$ cat src/ngp_regs.svh
// Constants for the nibble GPIO port: widths and reset values.
// Assumes it is included by bare name from the package only.
`ifndef NGP_REGS_SVH
`define NGP_REGS_SVH
// Number of port pins, which sit on port bits 3:0.
`define NGP_WIDTH      4
// Direction bits reset to all inputs.
`define NGP_DIR_RST    4'hF
// Individual pull-up enables reset to all enabled.
`define NGP_PU_RST     4'hF
// Change detection resets to off on every pin.
`define NGP_IOC_RST    4'h0
// Global pull-up disable resets to set, so no pull-up is active.
`define NGP_GDIS_RST   1'b1
// All-zero nibble, used for latches and cleared read data.
`define NGP_NIB_ZERO   4'h0
// The port-change flag resets to clear.
`define NGP_FLAG_RST   1'b0
`endif

$ cat src/ngp_pkg.sv
// Types shared by the nibble GPIO port modules.
// Assumes ngp_regs.svh sits in the same folder.
`include "ngp_regs.svh"
package ngp_pkg;
  // One bit per port pin.
  typedef logic [`NGP_WIDTH-1:0] ngp_nib_t;
endpackage

$ cat src/ngp_pin_if.sv
// Interface between the port core and its pin sampler.
// Assumes both ends share the system clock.
interface ngp_pin_if;
  import ngp_pkg::*;
  ngp_nib_t pin_level;  // Synchronised pin levels.
  ngp_nib_t last_read;  // Comparison latch from the last port access.
  ngp_nib_t cmp_en;     // Pins that take part in change detection.
  ngp_nib_t mismatch;   // Per-pin change against the latch.
  modport det (output pin_level, output mismatch,
               input last_read, input cmp_en);
  modport core (input pin_level, input mismatch,
                output last_read, output cmp_en);
endinterface

$ cat src/ngp_pin_sampler.sv
// Pin synchroniser and per-pin change comparator.
// Assumes raw pins are asynchronous to I_CLK_SYS.
module ngp_pin_sampler (
  input  wire logic             i_clk,
  input  wire logic             i_reset_n,
  input  wire ngp_pkg::ngp_nib_t i_pin_raw,
  ngp_pin_if.det                pif
);
  import ngp_pkg::*;

  ngp_nib_t sync1_ff;  // First stage, read only by the second stage.
  ngp_nib_t sync2_ff;  // Settled pin levels.

  // Two-stage synchroniser; the first stage feeds nothing else.
  always_ff @(posedge i_clk or negedge i_reset_n) begin
    if (!i_reset_n) begin
      sync1_ff <= `NGP_NIB_ZERO;
      sync2_ff <= `NGP_NIB_ZERO;
    end else begin
      sync1_ff <= i_pin_raw;
      sync2_ff <= sync1_ff;
    end
  end

  assign pif.pin_level = sync2_ff;

  // Each enabled pin compares its level with the latched value.
  genvar g;
  generate
    for (g = 0; g < `NGP_WIDTH; g++) begin : g_cmp
      assign pif.mismatch[g] = pif.cmp_en[g] &
                               (sync2_ff[g] ^ pif.last_read[g]);
    end
  endgenerate
endmodule // ngp_pin_sampler

$ cat src/ngp_port.sv
// Four-pin bidirectional port with pull-ups and change detection.
// Assumes CPU strobes are one-cycle pulses on I_CLK_SYS and that the
// master-clear and brown-out resets come synchronous to that clock.
// Operation
// Four pins, each with its direction bit.
// Direction one tristates the pin driver.
// Direction zero drives the output latch.
// Reads give pins; writes go to latch.
// Writes are read-modify-write of the pins.
// Direction keeps driver control in analog mode.
// Analog pins read back as zero.
// Software clears analog select for digital input.
// Per-pin weak pull-up enable bits.
// Output pins never get a pull-up.
// Pull-ups off after power-on reset.
// Per-pin change detection enable bits.
// Change detection off after power-on reset.
// Mismatches against last read set flag.
// Port change can wake from Sleep.
// Software ends mismatch before clearing flag.
// Persisting mismatch keeps setting the flag.
// Soft resets keep the comparison latch.
// Change at the read may be missed.
// Any access refreshes every latch bit.
// Hardware sets, software clears; set wins.
// Global disable gates individual pull-ups.
module ngp_port (
  input  wire logic              I_CLK_SYS,
  input  wire logic              I_RESET_N,
  input  wire logic              I_MASTER_CLEAR_RESET_N,
  input  wire logic              I_BROWN_OUT_RESET_N,
  input  wire logic              I_PORT_RD,
  input  wire logic              I_PORT_WR,
  input  wire ngp_pkg::ngp_nib_t I_PORT_WDATA,
  input  wire ngp_pkg::ngp_nib_t I_PORT_WMASK,
  input  wire logic              I_DIR_WR,
  input  wire ngp_pkg::ngp_nib_t I_DIR_WDATA,
  input  wire logic              I_PU_WR,
  input  wire ngp_pkg::ngp_nib_t I_PU_WDATA,
  input  wire logic              I_GDIS_WR,
  input  wire logic              I_GDIS_WDATA,
  input  wire logic              I_IOC_WR,
  input  wire ngp_pkg::ngp_nib_t I_IOC_WDATA,
  input  wire logic              I_FLAG_CLR,
  input  wire ngp_pkg::ngp_nib_t I_ANALOG_SELECT_HIGH,
  input  wire ngp_pkg::ngp_nib_t I_PIN_IN,
  output      ngp_pkg::ngp_nib_t O_PIN_OUT,
  output      ngp_pkg::ngp_nib_t O_PIN_OE_N,
  output      ngp_pkg::ngp_nib_t O_PULL_UP_EN,
  output      ngp_pkg::ngp_nib_t O_PORT_RDATA,
  output      ngp_pkg::ngp_nib_t O_PIN_DIRECTION_BITS,
  output      ngp_pkg::ngp_nib_t O_PULL_UP_ENABLE_BITS,
  output      ngp_pkg::ngp_nib_t O_CHANGE_IRQ_ENABLE_BITS,
  output logic                   O_PULL_UP_GLOBAL_DISABLE,
  output logic                   O_PORT_CHANGE_FLAG,
  output logic                   O_WAKE_REQ
);
  import ngp_pkg::*;

  // Configuration registers.
  ngp_nib_t dir_ff;       // One means input, zero means output.
  ngp_nib_t pu_ff;        // Individual pull-up enables.
  logic     gdis_ff;      // Global pull-up disable.
  ngp_nib_t ioc_ff;       // Change detection enables.
  // Data path registers.
  ngp_nib_t out_ff;       // Output latch.
  ngp_nib_t rdata_ff;     // Value returned by the last port read.
  ngp_nib_t last_rd_ff;   // Comparison latch for change detection.
  logic     flag_ff;      // Shared port-change flag.

  // Next values and decoded terms.
  ngp_nib_t nxt_out;
  ngp_nib_t nxt_rdata;
  ngp_nib_t nxt_last_rd;
  logic     nxt_flag;
  ngp_nib_t digital_rd;   // Pin levels with analog pins forced low.
  logic     port_access;  // Any read or write of the port this cycle.
  logic     soft_rst;     // Master-clear or brown-out reset active.
  logic     any_change;   // OR of all per-pin mismatches.
  logic     flag_set;     // Hardware request to set the flag.

  ngp_pin_if pif ();

  // The sampler synchronises pins and compares them with the latch.
  ngp_pin_sampler u_sampler (
    .i_clk     (I_CLK_SYS),
    .i_reset_n (I_RESET_N),
    .i_pin_raw (I_PIN_IN),
    .pif       (pif)
  );

  // Either soft reset source restores the configuration registers.
  assign soft_rst = !I_MASTER_CLEAR_RESET_N || !I_BROWN_OUT_RESET_N;

  // Analog pins lose their digital input path and read as zero.
  assign digital_rd = pif.pin_level & ~I_ANALOG_SELECT_HIGH;

  assign port_access = I_PORT_RD || I_PORT_WR;

  // Analog pins are also dropped from change detection.
  assign pif.cmp_en = ioc_ff & ~I_ANALOG_SELECT_HIGH;
  assign pif.last_read = last_rd_ff;

  // Mismatches merge into one request.  A change that lands in the
  // access cycle itself is compared against the refreshed latch and
  // can therefore be missed; this is the accepted behaviour.
  assign any_change = |pif.mismatch;
  assign flag_set = any_change && !port_access;

  // A write merges the addressed bits into the sampled pin value,
  // so unaddressed output bits take the pins as a read shows them, analog pins as zero.
  assign nxt_out = I_PORT_WR ?
                   ((digital_rd & ~I_PORT_WMASK) |
                    (I_PORT_WDATA & I_PORT_WMASK)) : out_ff;

  // Reads return the pins, not the output latch.
  assign nxt_rdata = I_PORT_RD ? digital_rd : rdata_ff;

  // Any access refreshes all latch bits together, so a change on a
  // second pin during service of the first is overwritten.
  assign nxt_last_rd = port_access ? pif.pin_level : last_rd_ff;

  // The set has priority over the software clear.
  assign nxt_flag = flag_set ? 1'b1 :
                    (I_FLAG_CLR ? 1'b0 : flag_ff);

  // Configuration registers reset on power-on and on soft resets.
  always_ff @(posedge I_CLK_SYS or negedge I_RESET_N) begin
    if (!I_RESET_N) begin
      dir_ff  <= `NGP_DIR_RST;
      pu_ff   <= `NGP_PU_RST;
      gdis_ff <= `NGP_GDIS_RST;
      ioc_ff  <= `NGP_IOC_RST;
    end else if (soft_rst) begin
      dir_ff  <= `NGP_DIR_RST;
      pu_ff   <= `NGP_PU_RST;
      gdis_ff <= `NGP_GDIS_RST;
      ioc_ff  <= `NGP_IOC_RST;
    end else begin
      // Each register takes its own write strobe.
      if (I_DIR_WR) begin
        dir_ff <= I_DIR_WDATA;
      end
      if (I_PU_WR) begin
        pu_ff <= I_PU_WDATA;
      end
      if (I_GDIS_WR) begin
        gdis_ff <= I_GDIS_WDATA;
      end
      if (I_IOC_WR) begin
        ioc_ff <= I_IOC_WDATA;
      end
    end
  end

  // Output latch and read data survive soft resets unchanged.
  always_ff @(posedge I_CLK_SYS or negedge I_RESET_N) begin
    if (!I_RESET_N) begin
      out_ff   <= `NGP_NIB_ZERO;
      rdata_ff <= `NGP_NIB_ZERO;
    end else begin
      out_ff   <= nxt_out;
      rdata_ff <= nxt_rdata;
    end
  end

  // The comparison latch and flag ignore the soft resets, so a
  // standing mismatch sets the flag again once change detection is re-enabled.
  always_ff @(posedge I_CLK_SYS or negedge I_RESET_N) begin
    if (!I_RESET_N) begin
      last_rd_ff <= `NGP_NIB_ZERO;
      flag_ff    <= `NGP_FLAG_RST;
    end else begin
      last_rd_ff <= nxt_last_rd;
      flag_ff    <= nxt_flag;
    end
  end

  // The driver follows the direction bit alone, analog or not.
  assign O_PIN_OE_N = dir_ff;
  // Tristated pins still show the latch here; OE_N decides the pin.
  assign O_PIN_OUT = out_ff;

  // A pull-up needs its enable, global permission and input mode.
  // Analog pins drop their pull-up as well.
  assign O_PULL_UP_EN = pu_ff & dir_ff & ~I_ANALOG_SELECT_HIGH &
                        {`NGP_WIDTH{!gdis_ff}};

  assign O_PORT_RDATA             = rdata_ff;
  assign O_PIN_DIRECTION_BITS     = dir_ff;
  assign O_PULL_UP_ENABLE_BITS    = pu_ff;
  assign O_CHANGE_IRQ_ENABLE_BITS = ioc_ff;
  assign O_PULL_UP_GLOBAL_DISABLE = gdis_ff;
  assign O_PORT_CHANGE_FLAG       = flag_ff;
  // The core's sleep controller wakes on the flag.
  assign O_WAKE_REQ = flag_ff;
endmodule // ngp_port

$ cat config.mk
export PLATFORM = sky130hd
export DESIGN_NAME = ngp_port
export DESIGN_NICKNAME = d
export VERILOG_FILES = /design/src/ngp_pkg.sv /design/src/ngp_pin_if.sv /design/src/ngp_pin_sampler.sv /design/src/ngp_port.sv
export VERILOG_INCLUDE_DIRS = /design/src
export SDC_FILE = /design/constraint.sdc
export NUM_CORES = 1
export LEC_CHECK = 0
export ABC_AREA = 1
export BUFFER_PORTS_ARGS = -buffer_cell sky130_fd_sc_hd__buf_2
export CORE_ASPECT_RATIO = 1.5
export CORE_UTILIZATION = 48
export CTS_CLUSTER_DIAMETER = 200
export CTS_CLUSTER_SIZE = 10
export DETAILED_ROUTE_END_ITERATION = 6
export GPL_TIMING_DRIVEN = 0
export PLACE_DENSITY = 0.83
export SYNTH_ARGS = -nofsm -noshare
export SYNTH_HDL_FRONTEND = slang
export SYNTH_SLANG_ARGS = --single-unit
$ cat constraint.sdc
create_clock -name I_CLK_SYS -period 2.3 [get_ports I_CLK_SYS]
set_input_delay 0.23 -clock I_CLK_SYS [delete_from_list [all_inputs] [get_ports I_CLK_SYS]]
set_output_delay 0.23 -clock I_CLK_SYS [all_outputs]
set_load 0.01 [all_outputs]
==> results of run 1 <==
-- worst max-delay path, cell delays in order (launching register included) --
cell and delay [ns]:
dfstp_2 0.55, inv_1 0.05, nor4_1 0.22, buf_2 0.19
-- cell usage in the layout (no fill, tap or decap), drive strengths merged --
master   n
nand2   21
o21ai   14
buf     76
dfstp    9
dfrtp   25
clkbuf   7
clkinv   1
inv     27
a21oi   25
nor4     4
or2      4
nand3    4
nor2    21
-- flip-flops by register name (all words and copies together), names as in the netlist --
register	cells
O_CHANGE_IRQ_ENABLE_BITS	4
O_PIN_DIRECTION_BITS	4
O_PIN_OUT	4
O_PORT_RDATA	4
O_PULL_UP_ENABLE_BITS	4
last_rd_ff	4
u_sampler.pif.pin_level	4
u_sampler.sync1_ff	4
O_PORT_CHANGE_FLAG	1
O_PULL_UP_GLOBAL_DISABLE	1
-- per-layer routing --
| layer | routed length, um | vias to the layer above | global-route usage | share of wire |
|---|---|---|---|---|
| met4 | 73 | 0 | 0.0857 | 0.023 |
| li1 | - | 661 | - | - |
| met5 | 0 | - | 0 | 0 |
| met3 | 141 | 7 | 0.0729 | 0.044 |
| met2 | 1750 | 35 | 0.370 | 0.55 |
| met1 | 1210 | 579 | 0.242 | 0.38 |
-- cells by family (layout without fill, tap and decap cells) --
| logic type | count (synthesis) | count (layout) |
|---|---|---|
| simple gates | 54 | 54 |
| compound gates | 39 | 39 |
| buf+inv | 35 | 111 |
| flops | 34 | 34 |
-- metrics by stage --
step	util	total power, uW	worst slack (ns)	std cells	instance area (um^2)
after detailed placement	0.637	843	1.07	269	1850
after floorplan	-	749	1.06	162	1470
after global placement	0.637	835	1.06	269	1850
after global routing	0.668	1340	0.694	277	1950
after CTS	0.668	1290	0.759	277	1950
final	0.668	1280	0.783	277	1950
-- path summary, 6_finish.rpt --
kind / from / endpoint / slack (ns) / cells past startpoint
worst min register to register: u_sampler.sync1_ff[2] / u_sampler.pif.pin_level[2] / 0.35 / 0
worst max-delay path: O_PIN_DIRECTION_BITS[3] / O_PULL_UP_EN[3] / 0.78 / 3
min in group I_CLK_SYS: I_PIN_IN[3] / u_sampler.sync1_ff[3] / 0.05 / 1
worst min-delay path: I_RESET_N / O_PIN_OUT[3] / -0.005 / 1
max in group asynchronous: I_RESET_N / O_PORT_CHANGE_FLAG / 1.84 / 1
worst max register to register: u_sampler.pif.pin_level[2] / O_PORT_CHANGE_FLAG / 1.29 / 6
-- cell type report --
type	instances	area, um^2	share of cell area
plain buffers	8	65.1	0.0334
inverters	27	101	0.0521
clock inverters	1	5.00	0.00257
flip-flops and latches	34	862	0.443
clock buffers	7	86.3	0.0444
multi-input cells	93	437	0.224
repair buffers	68	340	0.175
well taps	39	48.8	0.0251
-- report_power, final --
| part | internal, uW | total [uW] | switching [uW] |
|---|---|---|---|
| clock | 241 | 447 | 206 |
| sequential | 639 | 660 | 20.8 |
| combinational | 74.7 | 169 | 94.5 |
| total | 955 | 1280 | 321 |
==> results.json, run 1 <==
{
  "critPathCaptureType": "output port",
  "port_buffers": 68,
  "grt.overflow.total": 0,
  "maxCapViolations": 0,
  "finalHoldViolCount": 1,
  "grt_pass1_vias": 1212,
  "worst-endpoint-arrival_ns": 1.29,
  "grt_pass1_wl_um": 5080,
  "critPathKind": "reg -> out",
  "power_density_nw_per_um2": 656,
  "numCtsBuffers": 5,
  "ctsResizeCount": 0,
  "drive_gt1_frac": 0.403,
  "yosysUniqueCellTypes": 18,
  "ant_nets": 0,
  "firstDrtPassIters": 4,
  "synth-xor-area-share": 0,
  "ir_drop_uv": 473,
  "synth_area_per_cell_um2": 9.04,
  "placement_rows": 24,
  "synthMuxAreaShare": 0,
  "via_per_inst": 4.63,
  "finalSetupViolCount": 0,
  "routed_wl_um": 3170,
  "crit_fanout": 3,
  "synth_ff_type": "dfrtp_1",
  "synth_compound_area_frac": 0.136,
  "areaGrowthSynthToFinish_pct": 32.8,
  "start_util": 0.503,
  "start_kind": "flop",
  "n_fill_cell": 279,
  "track_usage": 0.220,
  "die_w_um": 47.1,
  "fmax_mhz": 659,
  "num_vias": 1282,
  "fin_setup_tns_ns": 0,
  "fin_crit_sh": 0.660,
  "outcome": "finished with violations",
  "tritoncts": "built",
  "postSynthCellCount": 162,
  "yosysMostFrequentCell": "inv_1",
  "whs_ns": -0.00463,
  "worstPathRequired_ns": 2.07,
  "htreeDepth": 2,
  "cts_setup_buffers": 0,
  "finClkSkew_ns": 0.00540,
  "yosysWarnings": 0,
  "synth_commonest_cells": "inv_1 (26), a21oi_1 (25), dfrtp_1 (25)",
  "dp_hpwl_um": 2520,
  "drt_first_iter_violations": 22,
  "netlist.top_cell.by_area": "dfrtp_1",
  "slew_headroom": 0.517,
  "syn-num-nets": 202,
  "clockBufferDepth": 2,
  "wire_per_inst_um": 11.5,
  "fin_nets": 277,
  "violations": "negative hold slack",
  "synthesis.area_um2": 1470,
  "period_needed_ns": 1.52,
  "core_um2": 2910,
  "gp_routability_congestion": 0.833,
  "synth_edf_count": 0,
  "die_area_um2": 3280,
  "antenna_found_initial": 0,
  "io_pins": 71,
  "synth.top_cell.area_share": 0.427,
  "grt_max_degree": 35,
  "hold_path_class": "in -> async",
  "rsz0062_at_grt": "no",
  "num_antenna_cells": 0,
  "yosys_register_bits": 34,
  "cts.sinks": 34,
  "die_height_um": 69.7,
  "synth_area_leaders": "dfrtp_1 (43%), dfstp_2 (16%), a21oi_1 (8.5%)",
  "synth-async-reset-ratio": 1.00,
  "clk_pin_slew_ns": 0.06,
  "cts-root-buf": "clkbuf_8",
  "clkLatencyLatePin_ns": 0.29,
  "synth-simple-area-share": 0.162,
  "postCtsHoldBufs": 0,
  "drc": 0,
  "p_leak_uw": 0.00107,
  "yosys.area_share.adder": 0,
  "tightest_slew_ns": 0.724,
  "finalMaxSlewViolations": 0,
  "synth_top_family_by_area": "simple AND/OR/NAND/NOR gates",
  "seq_area_frac_synth": 0.588
}
(Power assumes the default switching activity.)
==> run 2: changes to the inputs <==
- ABC_AREA: 1 -> 0
- CORE_UTILIZATION: 48 -> 45
- PLACE_DENSITY: 0.83 -> 0.79
- clock period: 2.3 -> 1.4 ns (I/O delays scaled with it)
==> results.json, run 2 <==
{
  "outcome": "complete, no violations",
  "netlist.top_cell.by_area": "dfrtp_1",
  "clockBufferDepth": 2,
  "wire_per_inst_um": 13.9,
  "dp_hpwl_um": 2530,
  "p_total_uw": 2200,
  "hp-start": "I_FLAG_CLR",
  "synth_ff_type": "dfrtp_1",
  "hold_path_class": "in -> reg",
  "yosysWarnings": 0,
  "htreeDepth": 2,
  "start_kind": "flop",
  "port_buffers": 65,
  "clkLatencyLatePin_ns": 0.29,
  "period_needed_ns": 1.39,
  "clk_pin_slew_ns": 0.07,
  "ant_nets": 0,
  "setup_slack_ns": 0.0117,
  "yosysMostFrequentCell": "dfrtp_1",
  "grt.overflow.total": 0,
  "rsz0062_at_grt": "yes",
  "maxCapViolations": 0,
  "power_density_nw_per_um2": 1100,
  "synth.top_cell.area_share": 0.436,
  "die_w_um": 48.1,
  "num_antenna_cells": 0,
  "synth-async-reset-ratio": 1.00,
  "slew_headroom": 0.520,
  "synth_commonest_cells": "dfrtp_1 (25), mux2i_1 (13), nand2_1 (13)",
  "ir_drop_uv": 841,
  "num_vias": 1147,
  "finalHoldViolCount": 0,
  "tritoncts": "built",
  "gp_routability_congestion": 0.806,
  "seq_area_frac_synth": 0.601,
  "critPathCaptureType": "output port",
  "numCtsBuffers": 5,
  "drt_first_iter_violations": 11,
  "fmax_mhz": 720,
  "postSynthCellCount": 124,
  "yosysUniqueCellTypes": 21,
  "antenna_found_initial": 0,
  "cts.sinks": 34,
  "stdcell_count": 242,
  "synth_edf_count": 0,
  "routed_wl_um": 3370,
  "grt_pass1_wl_um": 5420,
  "syn-num-nets": 164,
  "finalSetupViolCount": 0,
  "critPathKind": "reg -> out",
  "reg2reg_from": "u_sampler.pif.pin_level[3]",
  "cts-root-buf": "clkbuf_8",
  "dp_slack_ns": 0.123,
  "worstPathRequired_ns": 1.26,
  "tightest_slew_ns": 0.720,
  "worst-endpoint-arrival_ns": 1.25,
  "p_leak_uw": 0.00101,
  "final_common_cell": "buf_2",
  "dp_cells": 228,
  "most-common-layout-cells": "buf_2 (67), dfrtp_1 (25), nand2_1 (13), mux2i_1 (13), dfstp_2 (9)",
  "die_height_um": 71.1,
  "track_usage": 0.234,
  "synthesis.area_um2": 1430,
  "finalMaxSlewViolations": 0,
  "drc": 0,
  "synth_area_per_cell_um2": 11.6,
  "die_area_um2": 3420,
  "yosys_register_bits": 34,
  "critPathLaunch": "O_PULL_UP_ENABLE_BITS[3]",
  "grt_pass1_vias": 1266,
  "core_um2": 2970,
  "fin_crit_sh": 0.992,
  "grt_max_degree": 35,
  "crit_fanout": 2,
  "firstDrtPassIters": 4,
  "synth_area_leaders": "dfrtp_1 (44%), dfstp_2 (16%), mux2i_1 (9.1%)",
  "start_util": 0.482,
  "placement_rows": 24,
  "drive_gt1_frac": 0.478,
  "finClkSkew_ns": 0.00666,
  "areaGrowthSynthToFinish_pct": 39.2,
  "io_pins": 71,
  "via_per_inst": 4.74,
  "fin_nets": 242
}
==> run 2: timing repair <==
action / CTS / global route
setup endpoints to repair: 1 / 2
endpoints found under the hold margin: 29 / 0
resized for setup: 2 / 1
hold buffers: 5 / 0
setup buffers: 1 / 0
==> run 2: power breakdown <==
group	switching, uW	internal, uW
registers	38.2	1050
clock network	340	496
logic	140	142
==> run 2: kinds of logic after synthesis <==
family | Yosys count | synth area share
flip-flops | 34 | 0.601
XOR/XNOR | 4 | 0.0244
multiplexers | 17 | 0.122
AND/OR/NAND/NOR | 39 | 0.144
AO/OA/AOI/OAI | 14 | 0.0515
buffers and inverters | 16 | 0.0567
==> run 2: layer usage <==
layer	wire length, um	vias up	GRT usage
li1	-	563	-
met1	1250	538	0.259
met2	1880	37	0.377
met3	146	9	0.0842
met4	91	0	0.117
met5	0	-	0
==> run 2: cell type report <==
| type | instances | area (um^2) |
|---|---|---|
| clock buffer | 8 | 110 |
| multi-input combinational | 74 | 510 |
| sequential | 34 | 862 |
| fill | 248 | 977 |
| tap | 39 | 48.8 |
| timing repair buffer | 71 | 383 |
| buffer | 11 | 62.6 |
| inverter | 5 | 18.8 |
==> run 2: final timing paths <==
check                                             end  slack (ns)  cells past startpoint
min                                O_PORT_CHANGE_FLAG        0.03                      2
min in group asynchronous                O_PIN_OUT[3]        0.44                      2
max                                   O_PULL_UP_EN[3]        0.01                      2
max in group asynchronous       u_sampler.sync1_ff[3]        0.50                      2
min reg2reg                u_sampler.pif.pin_level[2]        0.35                      0
max reg2reg                        O_PORT_CHANGE_FLAG        0.07                      4
==> run 2: per-stage QoR <==
step / cell area, um^2 / hold slack (ns) / util / TNS [ns]
after floorplan: 1430 / -0.156 / - / 0
after global placement: 1810 / 0.221 / 0.608 / 0
after detailed placement: 1810 / 0.238 / 0.608 / 0
after CTS: 1990 / 0.0301 / 0.670 / -0.00998
after global routing: 2000 / 0.0282 / 0.671 / -0.0423
final: 2000 / 0.0322 / 0.671 / 0
==> run 2: worst max-delay path: stages (launching register included) <==
cell and delay [ns]:
dfstp_2 0.53, nor4bb_4 0.26, buf_2 0.17
==> run 3: changes to the inputs <==
- PLACE_DENSITY: 0.79 -> 0.85
==> results.json, run 3 (synthesis results as in run 2) <==
{
  "slew_headroom": 0.538,
  "crit_path_cell_trace": "nor4bb_2 -> buf_2",
  "antenna_found_initial": 0,
  "power_density_nw_per_um2": 1100,
  "r2r_slack_ns": 0.11,
  "hold_path_class": "in -> reg",
  "fin_setup_tns_ns": 0,
  "n_fill_cell": 263,
  "io_pins": 71,
  "grt_max_degree": 35,
  "dp_cells": 228,
  "finalSetupViolCount": 0,
  "outcome": "complete, no violations",
  "start_util": 0.482,
  "maxCapViolations": 0,
  "die_w_um": 48.1,
  "cts.sinks": 34,
  "critPathBufInv": 1,
  "period_needed_ns": 1.37,
  "grt_pass1_vias": 1095,
  "finClkSkew_ns": 0.00717,
  "die_height_um": 71.1,
  "worst-endpoint-arrival_ns": 1.23,
  "worst-r2r-cell-count": 4,
  "num_vias": 1156,
  "rsz0062_at_grt": "yes",
  "p_leak_uw": 0.000981,
  "stdcell_count": 243,
  "final-seq-area_um2": 862,
  "clk_pin_slew_ns": 0.07,
  "via_per_inst": 4.76,
  "clockBufferDepth": 2,
  "most-common-layout-cells": "buf_2 (67), dfrtp_1 (25), nand2_1 (13), mux2i_1 (13), dfstp_2 (9)",
  "crit_fanout": 2,
  "multi_input_area_um2": 497,
  "drc": 0,
  "gp_routability_congestion": 0.784,
  "port_buffers": 65,
  "tritoncts": "built",
  "dp_hpwl_um": 2370,
  "fin_nets": 243,
  "core_um2": 2970,
  "critPathLaunch": "O_PULL_UP_ENABLE_BITS[3]",
  "finalMaxSlewViolations": 0,
  "numCtsBuffers": 5,
  "cp_top_family": "flip-flops",
  "cp.depth": 2,
  "areaGrowthSynthToFinish_pct": 38.7,
  "grt_pass1_wl_um": 4850,
  "firstDrtPassIters": 4,
  "drt_first_iter_violations": 10,
  "fmax_mhz": 732,
  "finalInstanceArea_um2": 1990,
  "die_area_um2": 3420,
  "ant_nets": 0,
  "crit_end": "O_PULL_UP_EN[3]",
  "wire_per_inst_um": 12.7,
  "fin_crit_sh": 0.976,
  "final_common_cell": "buf_2",
  "ir_drop_uv": 1120,
  "worstPathRequired_ns": 1.26,
  "tightest_slew_ns": 0.693,
  "drive_gt1_frac": 0.475,
  "clkLatencyLatePin_ns": 0.29,
  "num_antenna_cells": 0,
  "routed_wl_um": 3080,
  "whs_ns": 0.0253,
  "critPathCaptureType": "output port",
  "cts-root-buf": "clkbuf_8",
  "crit_slowest_cell": "dfstp_2",
  "htreeDepth": 2,
  "critPathKind": "reg -> out",
  "track_usage": 0.212,
  "reg2reg_from": "u_sampler.pif.pin_level[2]",
  "max_stage_delay_ns": 0.52,
  "finalHoldViolCount": 0,
  "min_path_cells": 2,
  "p_total_uw": 2180,
  "place_area_um2": 1810,
  "placement_rows": 24,
  "rr_endpoint": "O_PORT_CHANGE_FLAG",
  "start_kind": "flop",
  "grt.overflow.total": 0
}
==> run 3: worst reg2reg max path, cell delays in order (launching register included) <==
cell and delay (ns):
dfrtp_1 0.41, xnor2_1 0.19, nor3b_1 0.07, o41ai_1 0.37, o21ai_1 0.12
==> run 3: layout make-up <==
type,count,share of cell area
Inverter,5,0.00943
Tap cell,39,0.0245
Clock buffer,8,0.0553
Sequential cell,34,0.433
Timing Repair Buffer,72,0.196
Multi-Input combinational cell,74,0.250
Buffer,11,0.0314
==> run 3: stage by stage <==
step	util	setup WS (ns)
finish	0.669	0.0334
global placement	0.608	0.123
floorplan	-	0.260
CTS	0.665	0.00679
detailed placement	0.608	0.110
global route	0.669	-0.0144
==> run 3: per-layer routing <==
metal / vias up / track usage / share of wire
met5: - / 0 / 0
met4: 0 / 0.133 / 0.042
met3: 10 / 0.0893 / 0.066
met2: 48 / 0.332 / 0.51
met1: 530 / 0.222 / 0.38
li1: 568 / - / -
==> run 3: what timing repair did <==
item	CTS	global route
pin swaps	1	1
endpoints found under the setup margin	1	1
hold buffers	5	0
setup buffers	1	1
gates resized for setup	0	1
cloned	0	0
endpoints found under the hold margin	29	0
==> run 3: power by group <==
part | leakage (uW) | total, uW | internal (uW) | switching [uW]
Sequential | 0.000402 | 1080 | 1050 | 35.1
Combinational | 0.000522 | 276 | 141 | 135
Clock | 0.0000575 | 827 | 496 | 331
Total | 0.000981 | 2180 | 1680 | 501
==> run 3: how the worst min path moves through the flow <==
stage / from / to / slack [ns]
finish: I_FLAG_CLR / O_PORT_CHANGE_FLAG / 0.03
global route: I_FLAG_CLR / O_PORT_CHANGE_FLAG / 0.02
CTS: I_FLAG_CLR / O_PORT_CHANGE_FLAG / 0.02
detailed placement: I_RESET_N / O_CHANGE_IRQ_ENABLE_BITS[1] / 0.23
global placement: I_RESET_N / O_CHANGE_IRQ_ENABLE_BITS[1] / 0.24
floorplan: I_RESET_N / O_CHANGE_IRQ_ENABLE_BITS[0] / -0.16
